<file path="config.mk">
export PLATFORM = sky130hd
export DESIGN_NAME = spl_top
export DESIGN_NICKNAME = d
export VERILOG_FILES = /design/src/spl_pkg.sv /design/src/spl_top.sv
export VERILOG_INCLUDE_DIRS = /design/src
export SDC_FILE = /design/constraint.sdc
export NUM_CORES = 1
export LEC_CHECK = 0
export BUFFER_PORTS_ARGS = -buffer_cell sky130_fd_sc_hd__buf_2
export CAP_MARGIN = 20
export CORE_ASPECT_RATIO = 1.2
export CORE_MARGIN = 2
export CORE_UTILIZATION = 25
export CTS_BUF_LIST = sky130_fd_sc_hd__clkbuf_4
export CTS_CLUSTER_SIZE = 28
export DETAILED_ROUTE_END_ITERATION = 6
export GPL_TIMING_DRIVEN = 0
export PLACE_DENSITY = 0.45
export SLEW_MARGIN = 20
export SYNTH_ARGS = -nofsm -noshare
export SYNTH_HDL_FRONTEND = slang
export SYNTH_SLANG_ARGS = --single-unit
</file>
<file path="constraint.sdc">
create_clock -name clock_i -period 5.4 [get_ports clock_i]
set_clock_uncertainty 0.1 [all_clocks]
set_input_delay 1.35 -clock clock_i [delete_from_list [all_inputs] [get_ports clock_i]]
set_output_delay 1.35 -clock clock_i [all_outputs]
set_load 0.05 [all_outputs]
</file>
<file path="src/spl_regs.svh">
// constants of the supply-state and access-lock block: offsets, codes, times
// assumes a 10 MHz core clock; included by the package and the design file
`ifndef SPL_REGS_SVH
`define SPL_REGS_SVH
`define SPL_UNLOCK_ADDR 6'h36
`define SPL_CLK_NS 100
`define SPL_UNLOCK_WINDOW_MS 10
`define SPL_UNLOCK_WINDOW_CYC ((`SPL_UNLOCK_WINDOW_MS * 1000000) / `SPL_CLK_NS)
`define SPL_RELEASE_TIME_US 64
`define SPL_RELEASE_CYC ((`SPL_RELEASE_TIME_US * 1000) / `SPL_CLK_NS)
`define SPL_POWER_ON_TIME_US 100
`define SPL_POWER_ON_CYC ((`SPL_POWER_ON_TIME_US * 1000) / `SPL_CLK_NS)
`define SPL_SETTLE_TIME_US 500
`define SPL_SETTLE_CYC ((`SPL_SETTLE_TIME_US * 1000) / `SPL_CLK_NS)
`define SPL_UNLOCK_CODE 32'h5A5A_C3C3
`endif

</file>
<file path="src/spl_pkg.sv">
// types of the supply-state and access-lock block
// assumes spl_regs.svh alongside
`include "spl_regs.svh"
package spl_pkg;
   typedef enum logic [4:0] {
      SPL_RESET = 5'h01,
      SPL_RELEASE = 5'h02,
      SPL_RUN = 5'h04,
      SPL_OVER = 5'h08,
      SPL_UNDER = 5'h10
   } spl_state_t;
   typedef enum logic [1:0] {
      SPL_PIN_ANALOG = 2'h0,
      SPL_PIN_HIZ = 2'h1,
      SPL_PIN_SERIAL = 2'h2,
      SPL_PIN_LOW = 2'h3
   } spl_pin_src_t;
endpackage : spl_pkg

</file>
<file path="src/spl_top.sv">
// supply-driven output state, programming-mode entry and register locks
// assumes supply comparator levels arrive synchronous to clock_i; rstn_i is the
// power-on reset that the supply comparators produce
`timescale 1ns/1ps
`default_nettype none
`include "spl_regs.svh"

module spl_top
(
   input wire logic clock_i,
   input wire logic rstn_i,
   input wire logic above_upper_reset_threshold_i,
   input wire logic below_lower_reset_threshold_i,
   input wire logic above_over_voltage_enable_level_i,
   input wire logic below_over_voltage_disable_level_i,
   input wire logic below_under_voltage_enable_level_i,
   input wire logic above_under_voltage_disable_level_i,
   input wire logic under_voltage_variant_i,
   input wire logic supply_above_program_enable_high_level_i,
   input wire logic program_enable_pin_i,
   input wire logic serial_drive_select_i,
   input wire logic output_disable_i,
   input wire logic serial_tx_bit_i,
   input wire logic access_valid_i,
   input wire logic access_write_i,
   input wire logic [5:0] access_addr_i,
   input wire logic [31:0] access_data_i,
   input wire logic permanent_lock_bit_i,
   output logic [1:0] pin_source_o,
   output logic sensor_output_pin_oe_o,
   output logic sensor_output_pin_o,
   output logic program_mode_o,
   output logic compensated_valid_o,
   output logic access_granted_o,
   output logic access_refused_o,
   output logic default_lock_o,
   output logic permanent_lock_o
);
   import spl_pkg::*;

   localparam int RELEASE_CYC = `SPL_RELEASE_CYC;
   localparam int WINDOW_CYC = `SPL_UNLOCK_WINDOW_CYC;
   localparam int COMP_CYC = `SPL_POWER_ON_CYC + `SPL_SETTLE_CYC;

   ////////////////////////////////////////////////////////////////////////////
   // supply state

   spl_state_t state_q;
   spl_state_t state_d;
   logic [15:0] rel_cnt_q;
   logic [17:0] win_cnt_q;
   logic [15:0] comp_cnt_q;
   logic running;
   logic rel_done;
   logic prog_req;
   logic prog_ok;

   function automatic logic [15:0] sat_inc16(input logic [15:0] v, input int lim);
      sat_inc16 = (32'(v) >= lim) ? v : v + 16'h0001;
   endfunction : sat_inc16

   assign rel_done = 32'(rel_cnt_q) >= RELEASE_CYC;
   assign running = (state_q != SPL_RESET) && (state_q != SPL_RELEASE);
   assign prog_req = supply_above_program_enable_high_level_i
                     | (under_voltage_variant_i & program_enable_pin_i);
   assign prog_ok = prog_req && state_q == SPL_OVER;

   always_comb
   begin
      state_d = state_q;
      case (state_q)
         SPL_RESET:
            if (above_upper_reset_threshold_i)
               state_d = SPL_RELEASE;
         SPL_RELEASE:
            if (!above_upper_reset_threshold_i)
               state_d = SPL_RESET;
            else if (rel_done)
               state_d = SPL_RUN;
         SPL_RUN:
            if (above_over_voltage_enable_level_i)
               state_d = SPL_OVER;
            else if (under_voltage_variant_i && below_under_voltage_enable_level_i)
               state_d = SPL_UNDER;
         SPL_OVER:
            if (below_over_voltage_disable_level_i && !prog_req)
               state_d = SPL_RUN;
         SPL_UNDER:
            if (above_under_voltage_disable_level_i)
               state_d = SPL_RUN;
         default:
            state_d = SPL_RESET;
      endcase
      if (below_lower_reset_threshold_i && running)
         state_d = SPL_RESET;
   end

   always_ff @(posedge clock_i)
   begin
      if (!rstn_i)
      begin
         state_q <= SPL_RESET;
         rel_cnt_q <= 16'h0000;
         comp_cnt_q <= 16'h0000;
      end
      else
      begin
         state_q <= state_d;
         rel_cnt_q <= (state_q == SPL_RELEASE) ? sat_inc16(rel_cnt_q, RELEASE_CYC) : 16'h0000;
         comp_cnt_q <= running ? sat_inc16(comp_cnt_q, COMP_CYC) : 16'h0000;
      end
   end

   // shadow counters kept apart from the design's own, so the timing checks do not copy its arithmetic
   logic [15:0] chk_rel_q;
   logic [15:0] chk_up_q;

   always_ff @(posedge clock_i)
   begin
      if (!rstn_i || state_q != SPL_RELEASE)
         chk_rel_q <= 16'h0000;
      else
         chk_rel_q <= chk_rel_q + 16'h0001;
      if (!rstn_i || !running)
         chk_up_q <= 16'h0000;
      else if (32'(chk_up_q) < COMP_CYC)
         chk_up_q <= chk_up_q + 16'h0001;
   end

   chk_release_time: assert property (@(posedge clock_i) disable iff (!rstn_i)
      state_q == SPL_RELEASE && state_d == SPL_RUN |-> 32'(chk_rel_q) >= RELEASE_CYC)
      else $error("release time cut short");
   chk_release_wait: assert property (@(posedge clock_i) disable iff (!rstn_i)
      $rose(state_q == SPL_RELEASE) |-> ##1 (state_q != SPL_RUN) [*2])
      else $error("released early");
   chk_power_down: assert property (@(posedge clock_i) disable iff (!rstn_i)
      running && below_lower_reset_threshold_i |=> state_q == SPL_RESET ##1 !sensor_output_pin_oe_o)
      else $error("power-down missed");
   chk_comp_valid: assert property (@(posedge clock_i) disable iff (!rstn_i)
      compensated_valid_o |-> $past(running) && 32'(chk_up_q) >= COMP_CYC)
      else $error("compensated valid too early");

   ////////////////////////////////////////////////////////////////////////////
   // output pin source

   spl_pin_src_t src_d;
   assign src_d = !running ? SPL_PIN_HIZ :
                  (prog_req && serial_drive_select_i) ? SPL_PIN_SERIAL :
                  prog_req ? SPL_PIN_HIZ :
                  state_q == SPL_OVER ? SPL_PIN_HIZ :
                  state_q == SPL_UNDER ? SPL_PIN_LOW :
                  serial_drive_select_i ? SPL_PIN_SERIAL :
                  output_disable_i ? SPL_PIN_HIZ : SPL_PIN_ANALOG;

   always_ff @(posedge clock_i)
   begin
      if (!rstn_i)
      begin
         pin_source_o <= SPL_PIN_HIZ;
         sensor_output_pin_oe_o <= 1'b0;
         sensor_output_pin_o <= 1'b0;
         program_mode_o <= 1'b0;
         compensated_valid_o <= 1'b0;
      end
      else
      begin
         pin_source_o <= src_d;
         sensor_output_pin_oe_o <= (src_d == SPL_PIN_SERIAL) || (src_d == SPL_PIN_LOW);
         sensor_output_pin_o <= (src_d == SPL_PIN_SERIAL) && serial_tx_bit_i;
         program_mode_o <= running && prog_req;
         compensated_valid_o <= running && 32'(comp_cnt_q) >= COMP_CYC;
      end
   end

   chk_hiz_reset: assert property (@(posedge clock_i) disable iff (!rstn_i)
      !running |=> !sensor_output_pin_oe_o)
      else $error("pin driven in reset");
   chk_overv_hiz: assert property (@(posedge clock_i) disable iff (!rstn_i)
      state_q == SPL_OVER && !(prog_req && serial_drive_select_i) |=> pin_source_o == SPL_PIN_HIZ)
      else $error("over-voltage did not float");
   chk_under_low: assert property (@(posedge clock_i) disable iff (!rstn_i)
      state_q == SPL_UNDER && !prog_req |=> pin_source_o == SPL_PIN_LOW && !sensor_output_pin_o)
      else $error("under-voltage not low");
   chk_serial_drive: assert property (@(posedge clock_i) disable iff (!rstn_i)
      state_q == SPL_RUN && serial_drive_select_i
      |=> sensor_output_pin_oe_o && sensor_output_pin_o == $past(serial_tx_bit_i))
      else $error("serial bit not on pin");
   chk_analog_out: assert property (@(posedge clock_i) disable iff (!rstn_i)
      state_q == SPL_RUN && !prog_req && !serial_drive_select_i && !output_disable_i
      |=> pin_source_o == SPL_PIN_ANALOG)
      else $error("analog source not chosen");
   chk_prog_float: assert property (@(posedge clock_i) disable iff (!rstn_i)
      running && prog_req && !serial_drive_select_i |=> !sensor_output_pin_oe_o)
      else $error("pin driven in program mode");
   chk_prog_mode: assert property (@(posedge clock_i) disable iff (!rstn_i)
      running && supply_above_program_enable_high_level_i |=> program_mode_o)
      else $error("program mode missed");
   chk_pin_variant: assert property (@(posedge clock_i) disable iff (!rstn_i)
      !under_voltage_variant_i && !supply_above_program_enable_high_level_i |=> !program_mode_o)
      else $error("program pin honoured outside variant");

   ////////////////////////////////////////////////////////////////////////////
   // access locks; reset is the power cycle, so lock state restarts with it

   logic perm_q;
   logic unlocked_q;
   logic window_open;
   logic code_wr;
   logic code_hit;
   logic reg_access;

   assign window_open = running && 32'(win_cnt_q) < WINDOW_CYC;
   assign code_wr = prog_ok && access_valid_i && access_write_i && access_addr_i == `SPL_UNLOCK_ADDR;
   assign code_hit = code_wr && access_data_i == `SPL_UNLOCK_CODE && window_open && !perm_q;
   assign reg_access = prog_ok && access_valid_i && !code_wr;

   always_ff @(posedge clock_i)
   begin
      if (!rstn_i)
      begin
         win_cnt_q <= 18'h00000;
         perm_q <= 1'b0;
         unlocked_q <= 1'b0;
         access_granted_o <= 1'b0;
         access_refused_o <= 1'b0;
         default_lock_o <= 1'b1;
         permanent_lock_o <= 1'b0;
      end
      else
      begin
         if (state_q == SPL_RESET)
            win_cnt_q <= 18'h00000;
         else if (window_open)
            win_cnt_q <= win_cnt_q + 18'h00001;
         // or-ed in at each release so the bit can never clear until the supply is removed
         if (state_q == SPL_RELEASE && state_d == SPL_RUN)
            perm_q <= perm_q | permanent_lock_bit_i;
         // dropping below the lower threshold is a power cycle too, so the lock comes back
         if (state_q == SPL_RESET)
            unlocked_q <= 1'b0;
         else if (code_hit)
            unlocked_q <= 1'b1;
         access_granted_o <= reg_access && unlocked_q && !perm_q;
         access_refused_o <= reg_access && (!unlocked_q || perm_q);
         default_lock_o <= !(unlocked_q || code_hit);
         permanent_lock_o <= perm_q;
      end
   end

   chk_lock_grant: assert property (@(posedge clock_i) disable iff (!rstn_i)
      access_granted_o |-> !perm_q && $past(unlocked_q))
      else $error("access granted while locked");
   chk_late_code: assert property (@(posedge clock_i) disable iff (!rstn_i)
      code_wr && !window_open |=> $stable(unlocked_q))
      else $error("late code changed lock");
   chk_wrong_code: assert property (@(posedge clock_i) disable iff (!rstn_i)
      code_wr && access_data_i != `SPL_UNLOCK_CODE && !unlocked_q |=> default_lock_o)
      else $error("wrong code released lock");
   chk_perm_hold: assert property (@(posedge clock_i) disable iff (!rstn_i)
      permanent_lock_o |=> permanent_lock_o)
      else $error("permanent lock cleared");
   chk_perm_refuse: assert property (@(posedge clock_i) disable iff (!rstn_i)
      reg_access && perm_q |=> access_refused_o && !access_granted_o)
      else $error("access under permanent lock");
   chk_perm_code: assert property (@(posedge clock_i) disable iff (!rstn_i)
      perm_q && code_wr |=> $stable(unlocked_q))
      else $error("code honoured under permanent lock");
   chk_no_access: assert property (@(posedge clock_i) disable iff (!rstn_i)
      !prog_ok |=> !access_granted_o && !access_refused_o)
      else $error("access outside over-voltage programming");
   chk_code_silent: assert property (@(posedge clock_i) disable iff (!rstn_i)
      code_wr |=> !access_granted_o && !access_refused_o)
      else $error("code write answered");
   chk_unlock_code: assert property (@(posedge clock_i) disable iff (!rstn_i)
      code_hit |=> unlocked_q && !default_lock_o)
      else $error("good code did not unlock");
   chk_refuse_locked: assert property (@(posedge clock_i) disable iff (!rstn_i)
      reg_access && !unlocked_q |=> access_refused_o)
      else $error("locked access not refused");
   chk_boot_locked: assert property (@(posedge clock_i) disable iff (!rstn_i)
      state_q == SPL_RELEASE |=> default_lock_o)
      else $error("lock open during release");
   chk_lock_reset: assert property (@(posedge clock_i) disable iff (!rstn_i)
      state_q == SPL_RESET |-> ##2 default_lock_o)
      else $error("lock not restored by reset");
   chk_window_shut: assert property (@(posedge clock_i) disable iff (!rstn_i)
      running && !window_open |=> $stable(win_cnt_q))
      else $error("window counter moved after close");
endmodule : spl_top
`default_nettype wire

</file>
== After elaboration in Yosys (flattened, before gate mapping) ==
Cells that the tools add are included.
Word-level totals
  flip-flop bits (word level): 67
  latch bits: 0
  bits in writable memories: 0
  bits in read-only memories: 0
  input bits: 55
  output and inout port bits: 10
  memories: 0
Cells by class
  add/sub/neg operators: 3
  multipliers: 0
  divide/modulo/power cells: 0
  magnitude comparators: 3
  eq/ne operators: 12
  shift-type cells: 0
  muxes and demuxes: 16
  bitwise logic cells: 4
  reductions and logical operators: 32
Operator list (count)
  2-to-1 mux 5 bit: 8
  adder 16 x 1 -> 16 bit (second input constant): 2
  == test 32 x 31 -> 1 bit (second input constant): 1
  case mux 5 bit (5 select lines): 1
  logical AND 1 bit: 21
  adder 18 x 1 -> 18 bit (second input constant): 1
  less-than comparator 18 x 17 -> 1 bit (second input constant): 1
  >= comparator 16 x 10 -> 1 bit (second input constant): 1
  >= comparator 16 x 13 -> 1 bit (second input constant): 1
  2-to-1 mux 2 bit: 6
  == test 5 x 3 -> 1 bit (second input constant): 2
  == test 6 bit (second input constant): 1
  == test 5 x 1 -> 1 bit (second input constant): 1
  == test 5 x 2 -> 1 bit (second input constant): 1
  == test 5 x 4 -> 1 bit (second input constant): 1
  == test 5 bit (second input constant): 1
  zero test 1 bit: 5
  inequality test 5 x 1 -> 1 bit (second input constant): 1
  inequality test 5 x 2 -> 1 bit (second input constant): 1
  == test 2 bit (second input constant): 2
  AND reduction 2 bit: 2
  logical OR 1 bit: 3
  OR 1 bit: 2
  OR reduction 2 bit: 1
  other kinds (3): 3

== Logic depth before layout (Yosys ltp) ==
  word-level depth: 11
  gate-level depth with buffers: 7
  mapped depth without buffers: 6

== Worst setup path after synthesis ==
Ideal clock, no wire load.
  path kind: input-to-reg
  start: input port access_data_i[26]
  end: register default_lock_o
  data arrival time: 2263 ps
  path slack: 2914 ps
  stages on the path: 5
  path buffers: 0
  path through: nor4b_1 -> nand4_1 -> nor4_1 -> a41oi_1 -> nand2b_1
Between the ends
  cells in the longest elaborated chain, start to end: 6
RTL lines
  start: declaration: RTL line spl_top.sv:27  | input wire logic [31:0] access_data_i,
  == test 32 x 31 -> 1 bit (no source line)
  logical AND 1 bit (no source line)
  logical AND 1 bit (2 in a row): RTL line spl_top.sv:214  | assign code_hit = code_wr && access_data_i == `SPL_UNLOCK_CODE && window_open && !perm_q;
  logical OR 1 bit: RTL line spl_top.sv:245  | default_lock_o <= !(unlocked_q || code_hit);
  zero test 1 bit: RTL line spl_top.sv:245
  end signal: assignment: RTL line spl_top.sv:245
  end: declaration: RTL line spl_top.sv:36  | output logic default_lock_o,
Every way passes these cells.
A chain may end at the register's enable or synchronous reset.

== Final worst setup path ==
  start: input port access_data_i[18]
  end: register default_lock_o
The elaborated chain is that of the path after synthesis.

==> results.yml <==
outcome:
  outcome: "complete, no violations"
synth:
  synth_nets: 415
  yosys-top-cells-area: "dfxtp_1 (44%), nor2_1 (5.9%), xor2_1 (4.9%)"
  synth_ff_type: "dfxtp_1"
  synth_async_sr_flop_share: 0
  ys_seq_elements: 67
  syn_inst: 355
  netlist.area_leader.share: 0.439
  synth_common_cells: "dfxtp_1 (67), nor2_1 (48), a21oi_1 (20), nand2_1 (20), nand4_1 (20)"
  synth_edf_count: 0
  netlist_area_sq_um: 3060
  netlist-cell-type-count: 49
  synth_most_common_cell: "dfxtp_1"
  seq_area_frac_synth: 0.439
  avgSynthCellArea_sq_um: 8.61
  yosysWarnings: 0
  synth_top_area_cell: "dfxtp_1"
placement:
  port_buffers: 63
  place_hpwl_microns: 5380
  gp_congestion: 0.747
  place_inst: 579
  post_dp_cell_area_sq_um: 3570
floorplanning:
  die_area_sq_um: 13100
  core_sq_um: 12000
  rows: 44
  die_h_microns: 125
  io_pins: 65
  die_x_microns: 105
  start_util: 0.255
timing:
  max_clock_freq_mhz: 377
  min_period_over_period: 0.491
  max-slew-margin-rel: 0.601
  layout_min_cycle_time_ns: 2.65
  maxSlewViolCount: 0
  fin_setup_tns_ns: 0
  grt_setup_unrepaired: "false"
  setup_violations: 0
  hold_violations: 0
  tightest_slew_ns: 0.591
finish:
  final_cell_count_no_fill: 595
  final_util: 0.307
  area_growth_pct: 20.5
  stdcell_area_sq_um: 3680
  drive_gt1_frac: 0.208
  final_nets: 489
route:
  ant_nets: 0
  wl_per_cell_microns: 12.1
  vias_per_cell: 4.62
  dr_wl_met3_microns: 288
  wl_met1_microns: 3150
  first_pass_iters: 4
  routed_wl_microns: 7220
  drc: 0
  wl_met2_microns: 3630
  drt-initial-drc-count: 96
  vias: 2747
  top_layer: "met4"
power_and_ir_drop:
  irDropWorstVdd_uv: 105
  power_density_nw_per_um2: 238
  totalPowerFinal_uw: 876
  leakage_nw: 1.40
worst_setup_path:
  crit_fanout: 2
  r2r-start: "state_q[0]"
  r2r_slack_ns: 3.08
  cp.arrival_ns: 2.83
  worstSetupEndpointType: "register"
  startpoint_type: "input port"
  crit_end: "default_lock_o"
  reg2reg_to: "default_lock_o"
  crit_type: "in -> reg"
  reg2reg_depth: 5
  crit_start: "access_data_i[18]"
  cp.required_ns: 5.58
clock_tree:
  cts_resized: 0
  cts-root-buf: "clkbuf_4"
  h-tree-depth: 3
  cts_tree: "built"
  cts_hold_buf: 0
  postCtsSetupRepairBufs: 0
  numClockSinks: 67
  cts_made_buffers: 9
  clockBufferDepth: 2
  insertion_delay_ns: 0.42
  clkTransAtPathRegs_ns: 0.09
global_routing:
  grt-ovfl-total: 0
  antenna_found_initial: 1
  grt_pass1_vias: 2672
  grt_pass1_wl_microns: 12300
  grt_max_degree: 11
  track_usage: 0.117
flow_run:
  cap_violations: 0
hold_path:
  hold_path.class: "reg -> reg"
## per-stage QoR
| step | setup WS, ns | hold WS (ns) |
|---|---|---|
| floorplan | 2.91 | 0.329 |
| global placement | 2.25 | 0.343 |
| detailed placement | 2.24 | 0.344 |
| CTS | 2.69 | 0.373 |
| global route | 2.61 | 0.385 |
| finish | 2.75 | 0.366 |
## cells by family (layout without fill, tap and decap cells)
| kind of cell | Yosys count | count (layout) | synth area share |
|---|---|---|---|
| other | 0 | 1 | 0 |
| muxes | 1 | 1 | 0.00327 |
| DFF | 67 | 67 | 0.439 |
| AOI/OAI and AO/OA | 60 | 60 | 0.124 |
| xor gates and xnor gates | 22 | 22 | 0.0630 |
| and+or+nand+nor | 181 | 181 | 0.323 |
| adders and majority gates | 5 | 5 | 0.0205 |
| buffers and inverters | 19 | 97 | 0.0278 |
## power by group
part           switching [mW]  internal (mW)  total [mW]
registers             0.00402          0.500       0.504
clock network           0.175          0.106       0.281
logic                  0.0577         0.0335      0.0912
total                   0.237          0.640       0.876
## cell usage in the layout (no fill, tap or decap), types with 7 or more instances in the layout
| cell | count |
|---|---|
| nor2b_1 | 7 |
| clkbuf_4 | 12 |
| nor2_1 | 48 |
| a21oi_1 | 20 |
| nand3_1 | 16 |
| buf_2 | 68 |
| or3_1 | 12 |
| dfxtp_1 | 67 |
| and3_1 | 19 |
| and2_1 | 11 |
| nand2_1 | 20 |
| xor2_1 | 17 |
| o21ai_0 | 16 |
| nand4_1 | 20 |
## worst min path at each step
stage / start / end / cells past startpoint / slack (ns)
final: win_cnt_q[16] / win_cnt_q[16] / 2 / 0.37
after global routing: rel_cnt_q[15] / rel_cnt_q[15] / 1 / 0.39
after CTS: win_cnt_q[16] / win_cnt_q[16] / 2 / 0.37
after detailed placement: rel_cnt_q[15] / rel_cnt_q[15] / 1 / 0.34
after global placement: rel_cnt_q[14] / rel_cnt_q[14] / 1 / 0.34
after floorplan: win_cnt_q[16] / win_cnt_q[16] / 2 / 0.33
## sequential cells by signal (all words and copies together) (netlist names), 2 cells and up
signal,flops
win_cnt_q,18
comp_cnt_q,16
rel_cnt_q,16
state_q,5
pin_source_o,2
## metal layers
layer	vias up	GRT usage
li1	1422	-
met1	1265	0.131
met2	50	0.206
met3	10	0.0276
met4	0	0.0612
met5	-	0
## critical path, stage by stage
cell and delay (ns):
buf_2 0.10, nor4bb_1 0.27, nand4_1 0.15, nor4bb_1 0.56
a41oi_1 0.22, nand2b_1 0.19
## cell type report
type / instances / area, sq um
multi-input combinational: 269 / 1630
tap: 161 / 201
clock buffer: 12 / 90.1
buffer: 13 / 62.6
timing repair buffer: 63 / 315
sequential: 67 / 1340
clock inverter: 3 / 16.3
antenna: 1 / 2.50
inverter: 6 / 22.5
fill: 1361 / 8320
No activity file was read; power rests on OpenSTA's default activity.
